`src/hw/lobe_pkg.sv`:
```
package lobe_pkg;

    // ************************************************************
    // Widths
    // ************************************************************
    localparam int POS_W = 32;
    localparam int TLG_W = 64;
    localparam int AMP_W = 8;
    localparam int CLS_W = 2;

    // ************************************************************
    // Distances in millimetres
    // ************************************************************
    localparam logic [POS_W-1:0] SAME_MAX_MM = 32'h0000_0320;
    localparam logic [POS_W-1:0] NEW_MIN_MM = 32'h0000_06A4;

    // ************************************************************
    // Telegram relation classes
    // ************************************************************
    localparam logic [CLS_W-1:0] TLG_SAME = 2'h0;
    localparam logic [CLS_W-1:0] TLG_DIFF = 2'h1;
    localparam logic [CLS_W-1:0] TLG_SAME_BCN = 2'h2;
    localparam logic [CLS_W-1:0] TLG_UNSURE = 2'h3;

    // ************************************************************
    // Carriers
    // ************************************************************
    typedef struct packed {
        logic [POS_W-1:0] start_mm;
        logic [POS_W-1:0] end_mm;
        logic [AMP_W-1:0] peak;
        logic [TLG_W-1:0] telegram;
        logic restrictive;
    } lobe_t;

    typedef struct packed {
        logic [POS_W-1:0] location_mm;
        logic [TLG_W-1:0] telegram;
        logic restrictive;
    } beacon_t;

    typedef enum logic [1:0] {
        DIST_NEAR,
        DIST_MID,
        DIST_FAR
    } dist_t;

endpackage
```
`src/hw/beacon_side_lobe_filter.sv`:
```
`timescale 1ns/1ps

// Overview of operation
// RULE1: Merge lobes so one beacon is reported
// RULE2: Restrictive aspect acted on immediately
// RULE3: Lobe extent from detection level
// RULE4: Telegram taken from telegram detection
// RULE5: Strength available when any bit nonzero
// RULE6: Highest peak becomes main lobe
// RULE7: Without strength, longest lobe is main
// RULE8: Location is main lobe midpoint
// RULE9: Telegram and location from same lobe
// RULE10: Lobes in order; first is main
// RULE11: Unproven new beacon re-judges main lobe
// RULE12: Close beacon beyond 1.7 m after end
// RULE13: Different telegrams, near: start new beacon
// RULE14: Different telegrams, not near: new beacon
// RULE15: Same telegram, near: merge lobes
// RULE16: Same telegram, middle: group check decides
// RULE17: Same telegram, far: two beacons
// RULE18: Side lobe separation limit 0.8 m
// RULE19: Distance proven across confidence interval
module beacon_side_lobe_filter #(
    parameter int AMP_W = lobe_pkg::AMP_W
) (
    input wire logic clk,
    input wire logic reset_n,
    input wire logic detect,
    input wire logic telegram_valid,
    input wire logic [lobe_pkg::TLG_W-1:0] telegram,
    input wire logic telegram_restrictive,
    input wire logic [lobe_pkg::AMP_W-1:0] strength,
    input wire logic [lobe_pkg::POS_W-1:0] odo_mm,
    input wire logic [lobe_pkg::POS_W-1:0] odo_conf_mm,
    input wire logic [lobe_pkg::CLS_W-1:0] telegram_class,
    input wire logic group_fit,
    output logic beacon_valid,
    output lobe_pkg::beacon_t beacon,
    output logic restrictive_alarm
);

    // ************************************************************
    // Checks and reset
    // ************************************************************
    if (AMP_W != lobe_pkg::AMP_W) begin : g_amp_chk
        $error("AMP_W must match package width");
    end

    logic rst_m_q;
    logic rst_n_q;

    always_ff @(posedge clk or negedge reset_n) begin
        if (!reset_n) begin
            rst_m_q <= 1'b0;
            rst_n_q <= 1'b0;
        end else begin
            rst_m_q <= 1'b1;
            rst_n_q <= rst_m_q;
        end
    end

    // ************************************************************
    // Pin synchronisers
    // ************************************************************
    logic det_m_q;
    logic det_s_q;

    always_ff @(posedge clk or negedge rst_n_q) begin
        if (!rst_n_q) begin
            det_m_q <= 1'b0;
            det_s_q <= 1'b0;
        end else begin
            det_m_q <= detect;
            det_s_q <= det_m_q;
        end
    end

    // Odometer and telegram come from same-clock logic
    logic lobe_valid;
    lobe_pkg::lobe_t new_lobe;
    logic restrict_pulse;
    logic lobe_active;

    lobe_measure u_measure (
        .clk(clk),
        .rst_n(rst_n_q),
        .detect(det_s_q),
        .telegram_valid(telegram_valid),
        .telegram(telegram),
        .telegram_restrictive(telegram_restrictive),
        .strength(strength),
        .odo_mm(odo_mm),
        .lobe_valid(lobe_valid),
        .lobe_q(new_lobe),
        .restrict_pulse(restrict_pulse),
        .active(lobe_active)
    );

    // ************************************************************
    // Helpers
    // ************************************************************
    function automatic logic [lobe_pkg::POS_W-1:0] mid_of(
        input lobe_pkg::lobe_t l
    );
        logic [lobe_pkg::POS_W:0] s;
        s = {1'b0, l.start_mm} + {1'b0, l.end_mm};
        return s[lobe_pkg::POS_W:1];
    endfunction

    function automatic logic [lobe_pkg::POS_W-1:0] len_of(
        input lobe_pkg::lobe_t l
    );
        return l.end_mm - l.start_mm;
    endfunction

    function automatic logic [lobe_pkg::POS_W-1:0] absdiff(
        input logic [lobe_pkg::POS_W-1:0] a,
        input logic [lobe_pkg::POS_W-1:0] b
    );
        return (a > b) ? a - b : b - a;
    endfunction

    // Proven only if the whole interval agrees [RULE19]
    function automatic lobe_pkg::dist_t classify(
        input logic [lobe_pkg::POS_W-1:0] d,
        input logic [lobe_pkg::POS_W-1:0] c
    );
        logic [lobe_pkg::POS_W:0] hi;
        hi = {1'b0, d} + {1'b0, c};
        if (hi < {1'b0, lobe_pkg::SAME_MAX_MM}) begin // [RULE18]
            return lobe_pkg::DIST_NEAR;
        end else if (d > c
            && (d - c) > lobe_pkg::NEW_MIN_MM) begin
            return lobe_pkg::DIST_FAR;
        end
        return lobe_pkg::DIST_MID;
    endfunction

    // ************************************************************
    // Beacon state
    // ************************************************************
    logic open_q;
    logic strength_avail_q;
    lobe_pkg::lobe_t main_q;
    lobe_pkg::dist_t cls;
    lobe_pkg::dist_t tail;
    logic new_beacon;
    logic better;
    logic close_now;

    assign cls = classify(absdiff(mid_of(new_lobe), mid_of(main_q)),
        odo_conf_mm);
    assign tail = classify(absdiff(odo_mm, mid_of(main_q)), odo_conf_mm);

    // Telegram and distance decision table
    always_comb begin
        new_beacon = 1'b0;
        case (telegram_class)
            lobe_pkg::TLG_DIFF: begin
                new_beacon = 1'b1; // [RULE13] [RULE14]
            end
            lobe_pkg::TLG_SAME: begin
                if (cls == lobe_pkg::DIST_FAR) begin
                    new_beacon = 1'b1; // [RULE17]
                end else if (cls == lobe_pkg::DIST_MID) begin
                    new_beacon = group_fit; // [RULE16]
                end else begin
                    new_beacon = 1'b0; // [RULE15]
                end
            end
            default: begin
                new_beacon = (cls == lobe_pkg::DIST_FAR);
            end
        endcase
    end

    // Any nonzero strength counts as available [RULE5]
    always_comb begin
        if (strength_avail_q || (|new_lobe.peak)) begin
            better = new_lobe.peak > main_q.peak; // [RULE6]
        end else begin
            better = len_of(new_lobe) > len_of(main_q); // [RULE7]
        end
    end

    // Ended main lobe, no new lobe, proven beyond 1.7 m [RULE12]
    assign close_now = open_q && !lobe_active && !lobe_valid
        && tail == lobe_pkg::DIST_FAR;

    // Lobes taken one at a time in arrival order [RULE10]
    always_ff @(posedge clk or negedge rst_n_q) begin
        if (!rst_n_q) begin
            open_q <= 1'b0;
            main_q <= '0;
            strength_avail_q <= 1'b0;
        end else if (lobe_valid) begin
            if (!open_q || new_beacon) begin
                open_q <= 1'b1;
                main_q <= new_lobe; // [RULE10]
                strength_avail_q <= |new_lobe.peak;
            end else begin
                strength_avail_q <= strength_avail_q | (|new_lobe.peak);
                if (better) begin
                    main_q <= new_lobe; // [RULE11]
                end
            end
        end else if (close_now) begin
            open_q <= 1'b0;
        end
    end

    // ************************************************************
    // Beacon report
    // ************************************************************
    // One report per beacon, on close or when a lobe starts a new beacon [RULE1]
    always_ff @(posedge clk or negedge rst_n_q) begin
        if (!rst_n_q) begin
            beacon_valid <= 1'b0;
            beacon <= '0;
        end else begin
            beacon_valid <= close_now
                || (lobe_valid && open_q && new_beacon);
            if (close_now || (lobe_valid && open_q && new_beacon)) begin
                beacon.location_mm <= mid_of(main_q); // [RULE8]
                beacon.telegram <= main_q.telegram; // [RULE9]
                beacon.restrictive <= main_q.restrictive;
            end
        end
    end

    // Reaction does not wait for the beacon to end [RULE2]
    always_ff @(posedge clk or negedge rst_n_q) begin
        if (!rst_n_q) begin
            restrictive_alarm <= 1'b0;
        end else begin
            restrictive_alarm <= restrict_pulse;
        end
    end

    // ************************************************************
    // Assertions
    // ************************************************************
    property p_alarm;
        @(posedge clk) disable iff (!rst_n_q)
        restrict_pulse |=> restrictive_alarm;
    endproperty
    a_alarm: assert property (p_alarm) // [RULE2]
        else $error("restrictive alarm missed");

    property p_one_report;
        @(posedge clk) disable iff (!rst_n_q)
        beacon_valid |=> !beacon_valid;
    endproperty
    a_one_report: assert property (p_one_report) // [RULE1]
        else $error("back to back beacon reports");

    property p_location;
        @(posedge clk) disable iff (!rst_n_q)
        close_now |=> beacon_valid
            && beacon.location_mm == mid_of($past(main_q));
    endproperty
    a_location: assert property (p_location) // [RULE8]
        else $error("location not main lobe midpoint");

    property p_merge;
        @(posedge clk) disable iff (!rst_n_q)
        (lobe_valid && open_q && telegram_class == lobe_pkg::TLG_SAME
            && cls == lobe_pkg::DIST_NEAR) |=> open_q && !beacon_valid;
    endproperty
    a_merge: assert property (p_merge) // [RULE15]
        else $error("near identical lobes not merged");

    property p_diff;
        @(posedge clk) disable iff (!rst_n_q)
        (lobe_valid && open_q && telegram_class == lobe_pkg::TLG_DIFF)
            |=> beacon_valid && main_q == $past(new_lobe);
    endproperty
    a_diff: assert property (p_diff) // [RULE14]
        else $error("different telegram did not start beacon");

    property p_far;
        @(posedge clk) disable iff (!rst_n_q)
        (lobe_valid && open_q && telegram_class == lobe_pkg::TLG_SAME
            && cls == lobe_pkg::DIST_FAR) |=> beacon_valid;
    endproperty
    a_far: assert property (p_far) // [RULE17]
        else $error("far identical lobes not split");

    property p_split_report;
        @(posedge clk) disable iff (!rst_n_q)
        (lobe_valid && open_q && new_beacon) |=> beacon_valid
            && beacon.location_mm == mid_of($past(main_q))
            && beacon.telegram == $past(main_q.telegram);
    endproperty
    a_split_report: assert property (p_split_report) // [RULE9]
        else $error("split report not from old main lobe");

    property p_close;
        @(posedge clk) disable iff (!rst_n_q)
        close_now |=> !open_q && beacon_valid ##1 !beacon_valid;
    endproperty
    a_close: assert property (p_close) // [RULE12]
        else $error("beacon not closed");

    property p_first;
        @(posedge clk) disable iff (!rst_n_q)
        (lobe_valid && !open_q) |=> open_q && main_q == $past(new_lobe);
    endproperty
    a_first: assert property (p_first) // [RULE10]
        else $error("first lobe not main");

endmodule

```
`src/hw/lobe_measure.sv`:
```
`timescale 1ns/1ps

// ************************************************************
// Lobe extent, peak and telegram capture
// ************************************************************
module lobe_measure (
    input wire logic clk,
    input wire logic rst_n,
    input wire logic detect,
    input wire logic telegram_valid,
    input wire logic [lobe_pkg::TLG_W-1:0] telegram,
    input wire logic telegram_restrictive,
    input wire logic [lobe_pkg::AMP_W-1:0] strength,
    input wire logic [lobe_pkg::POS_W-1:0] odo_mm,
    output logic lobe_valid,
    output lobe_pkg::lobe_t lobe_q,
    output logic restrict_pulse,
    output logic active
);
    logic det_q;
    lobe_pkg::lobe_t cur_q;

    assign active = det_q;

    always_ff @(posedge clk or negedge rst_n) begin
        if (!rst_n) begin
            det_q <= 1'b0;
        end else begin
            det_q <= detect;
        end
    end

    // Extent from the detection level [RULE3]
    always_ff @(posedge clk or negedge rst_n) begin
        if (!rst_n) begin
            cur_q <= '0;
        end else if (detect) begin
            // Telegram in the first lobe cycle must not be lost
            if (!det_q) begin
                cur_q <= '0;
                cur_q.start_mm <= odo_mm;
                cur_q.peak <= strength;
            end else if (strength > cur_q.peak) begin
                cur_q.peak <= strength;
            end
            if (telegram_valid) begin // [RULE4]
                cur_q.telegram <= telegram;
                cur_q.restrictive <= telegram_restrictive;
            end
        end
    end

    always_ff @(posedge clk or negedge rst_n) begin
        if (!rst_n) begin
            lobe_valid <= 1'b0;
            lobe_q <= '0;
        end else begin
            lobe_valid <= det_q && !detect;
            if (det_q && !detect) begin
                lobe_q <= cur_q;
                lobe_q.end_mm <= odo_mm; // [RULE3]
            end
        end
    end

    // Act on a stop aspect within the lobe, side or main [RULE2]
    always_ff @(posedge clk or negedge rst_n) begin
        if (!rst_n) begin
            restrict_pulse <= 1'b0;
        end else begin
            restrict_pulse <= detect && telegram_valid
                && telegram_restrictive;
        end
    end

endmodule

```
`config.mk`:
```
export PLATFORM = sky130hd
export DESIGN_NAME = beacon_side_lobe_filter
export DESIGN_NICKNAME = d
export VERILOG_FILES = /design/src/hw/lobe_pkg.sv /design/src/hw/beacon_side_lobe_filter.sv /design/src/hw/lobe_measure.sv
export SDC_FILE = /design/constraint.sdc
export NUM_CORES = 1
export LEC_CHECK = 0
export BUFFER_PORTS_ARGS = -buffer_cell sky130_fd_sc_hd__clkbuf_2
export CORE_MARGIN = 10
export CORE_UTILIZATION = 35
export CTS_BUF_LIST = sky130_fd_sc_hd__clkbuf_16
export DETAILED_ROUTE_END_ITERATION = 10
export GPL_ROUTABILITY_DRIVEN = 0
export SYNTH_ARGS = -nofsm -noshare
export SYNTH_HDL_FRONTEND = slang
export SYNTH_SLANG_ARGS = --single-unit
```
`constraint.sdc`:
```
create_clock -name clk -period 42.3 [get_ports clk]
set_input_delay 6.345 -clock clk [delete_from_list [all_inputs] [get_ports clk]]
set_output_delay 6.345 -clock clk [all_outputs]
set_load 0.02 [all_outputs]
```
==> implementation parameters <==
Parameter                              Value

Status
  Result of the run    complete, no violations

Job
  Max-cap violation count    0

CTS
  Clock transition at path regs    0.06 ns
  TritonCTS clock tree    built
  Post-CTS Resized    0
  Number of buffers between clock root and the deepest sink    3
  Root Driver    sky130_fd_sc_hd__clkbuf_16
  Number of buffers created by CTS    53
  Number of buffers inserted by post-CTS setup repair    0
  Clock insertion delay at the later pin of the skew report    0.63 ns
  H-tree Lvls    2
  CTS Hold Bufs    0
  Sink Count    487

Finish
  Fraction of layout cells with a size suffix above 1    15.5%
  Syn-to-layout area delta    10.1%
  Filler cell count    11400
  Final net count    5061

Detailed routing
  Number of antenna-violating nets in the routed design    0
  Total number of vias    33900
  Drc violations    0
  Iter 0 DRT Violations    3247
  Wire length after detailed routing    125 mm
  Detailed-route wire length per cell    20.7 um
  Drt via density    5.63
  Number of optimization iterations in the first detailed-route pass    6

Global routing
  Total gr overflow    0
  Largest net degree at the start of global routing    169
  Total global routing track utilization    18.8%
  Antenna violations before repair    14
  First-pass GRT wire length    192 mm
  Number of global-route vias before repair    33200

Setup path
  Crit end category    flop
  Cell with the biggest individual delay on the critical path    sky130_fd_sc_hd__buf_4
  Largest fanout of any net on the critical path    51
  Crit path required time    42.80 ns
  Critical path buffer and inverter count    5
  Kind of launch point of the worst setup path    input pin
  Worst Setup Path Type    input pin to flop
  Delay of the slowest cell on the worst path    0.78 ns
  Crit path arrival time    15.78 ns
  Dominant cell type by count on the critical path    sky130_fd_sc_hd__buf_4
  Family of cells with the greatest summed delay on the critical path    compound AO/OA/AOI/OAI gates

Logic synthesis
  Most repeated cell in the gate-level netlist after synthesis    sky130_fd_sc_hd__dfrtp_1
  Number of flops mapped to enable cells by yosys    0
  Largest family of logic cells by synthesized area    compound AO/OA/AOI/OAI gates
  Mean instance size in the synthesized netlist    9.03 um^2
  Cells after synthesis    4384
  Simple logic cell fraction of the synthesized area    13.4%
  Proportion of synthesized chip area in sequential cells    30.8%
  Most used DFF post-synth    sky130_fd_sc_hd__dfrtp_1
  Net count of the mapped netlist    4964
  Netlist area before placement    39600 um^2
  Fraction of registers with async set or reset after synthesis    100%
  Fraction of synthesized cell area in xor and xnor cells    4.56%
  Number of synthesized register bits    487
  Most area-hungry cell type in the Yosys netlist    sky130_fd_sc_hd__dfrtp_1
  Adder and majority gate portion of the synthesized area    14.0%
  Multiplexer share of the synthesized area    11.3%
  Top cells by instance count after synthesis    sky130_fd_sc_hd__dfrtp_1, sky130_fd_sc_hd__ha_1, sky130_fd_sc_hd__inv_1
  Compound-gate portion of the synthesized area    20.3%
  Area share of the leading cell type in the synthesized netlist    30.8%
  Leading post-synthesis cells by cell area    sky130_fd_sc_hd__dfrtp_1, sky130_fd_sc_hd__ha_1, sky130_fd_sc_hd__mux2_2
  Count of warnings emitted by yosys    0
  Count of unique library cells instantiated by Yosys    96

Floorplan
  Starting utilization of the core area    35.2%
  Std-Cell Core Area    112000 um^2
  Die area    127000 um^2
  Die extent in x    356 um
  Ports placed on the boundary    243
  Die Y-Extent    356 um
  Site Rows    123

STA
  Count of final hold-check violations    0
  Achievable clock frequency    0.0654 GHz
  Fin crit share    36.1%
  Final setup violation count    0
  Max-slew violation count    0
  Slew headroom    22.2%
  Unrepaired setup endpoints after global routing    false
  Measured slew at the worst slew-check pin    1.14 ns
  Final Skew    0.0311 ns
  Minimum period implied by the final worst setup slack    15.28 ns
  Setup TNS Final    0 ns

Min path
  Path class of the lowest-slack min-delay path    flop to flop

Placed design
  Count of buffers from port buffering    242
  Half-perimeter wire length of the detailed placement result    96.9 mm
registers in the layout, summed over array words and instances (netlist names), 97 cells and up:
signal and count:
beacon 97, main_q 137, u_measure.lobe_q 137, u_measure.cur_q 105
area by class of cell:
class | count | area (um^2) | area share [%]
Multi-Input combinational cell | 3319 | 25200 | 57.8
Sequential cell | 487 | 12200 | 28.0
Tap cell | 1500 | 1880 | 4.31
Timing Repair Buffer | 268 | 1420 | 3.25
Clock buffer | 53 | 1330 | 3.04
Inverter | 352 | 1320 | 3.03
Clock inverter | 41 | 277 | 0.634
Antenna cell | 2 | 5.00 | 0.0115
through the flow:
| step | util [%] | std cells | hold WS (ns) | worst slack (ns) | cell area [um^2] |
|---|---|---|---|---|---|
| 2_1_floorplan | - | 4384 | 0.331 | 27.72 | 39600 |
| 3_3_place_gp | 37.4 | 5926 | 0.337 | 26.70 | 42000 |
| 3_5_place_dp | 37.4 | 5926 | 0.335 | 26.63 | 42000 |
| 4_1_cts | 38.8 | 6020 | 0.349 | 27.28 | 43600 |
| 5_1_grt | 38.8 | 6020 | 0.362 | 26.68 | 43600 |
| 6_report | 38.8 | 6022 | 0.348 | 27.02 | 43600 |
layer usage:
layer  track usage [%]  vias to the layer above  routed length (um)
met1              24.9                    16400               54300
li1                  -                    15900                   -
met4              6.83                       22                5090
met5                 0                        -                 149
met3              4.04                      298               10100
met2              30.0                     1284               55200
cells by family after synthesis:
kind of cell / Yosys count
adder cells (fa/ha/maj): 437
XOR/XNOR: 206
other: 1
AND/OR/NAND/NOR: 1059
AO/OA/AOI/OAI: 1216
buffers and inverters: 578
multiplexers: 400
flip-flops: 487
layout by cell type, fill, tap and decap left out, drive strengths merged, types with 52 or more instances in the layout:
cell type  count
a21o         129
a21oi        318
a22o          71
clkbuf       295
dfrtp        487
ha           426
inv          360
mux2         316
mux2i         84
nand2        244
nand2b        61
nand3         60
nand4         52
nor2         269
nor2b         59
nor3         100
o21ai        264
xnor2        153
xor2          53
worst paths after layout:
kind                                             to                   from  cells after the start  slack [ns]
worst max-delay path                      beacon[9]              odo_mm[2]                     29       27.02
worst min-delay path                        rst_n_q                rst_m_q                      0        0.35
worst max register to register           main_q[23]  u_measure.lobe_q[105]                     38       28.28
worst min register to register              rst_n_q                rst_m_q                      0        0.35
max in group asynchronous                   rst_n_q                reset_n                      1       36.69
min in group asynchronous       u_measure.cur_q[13]                rst_n_q                      0        0.43
Power is left out: the tool's default activity adds up to more than one toggle a clock period on the data nets, which glitch-free logic cannot reach.
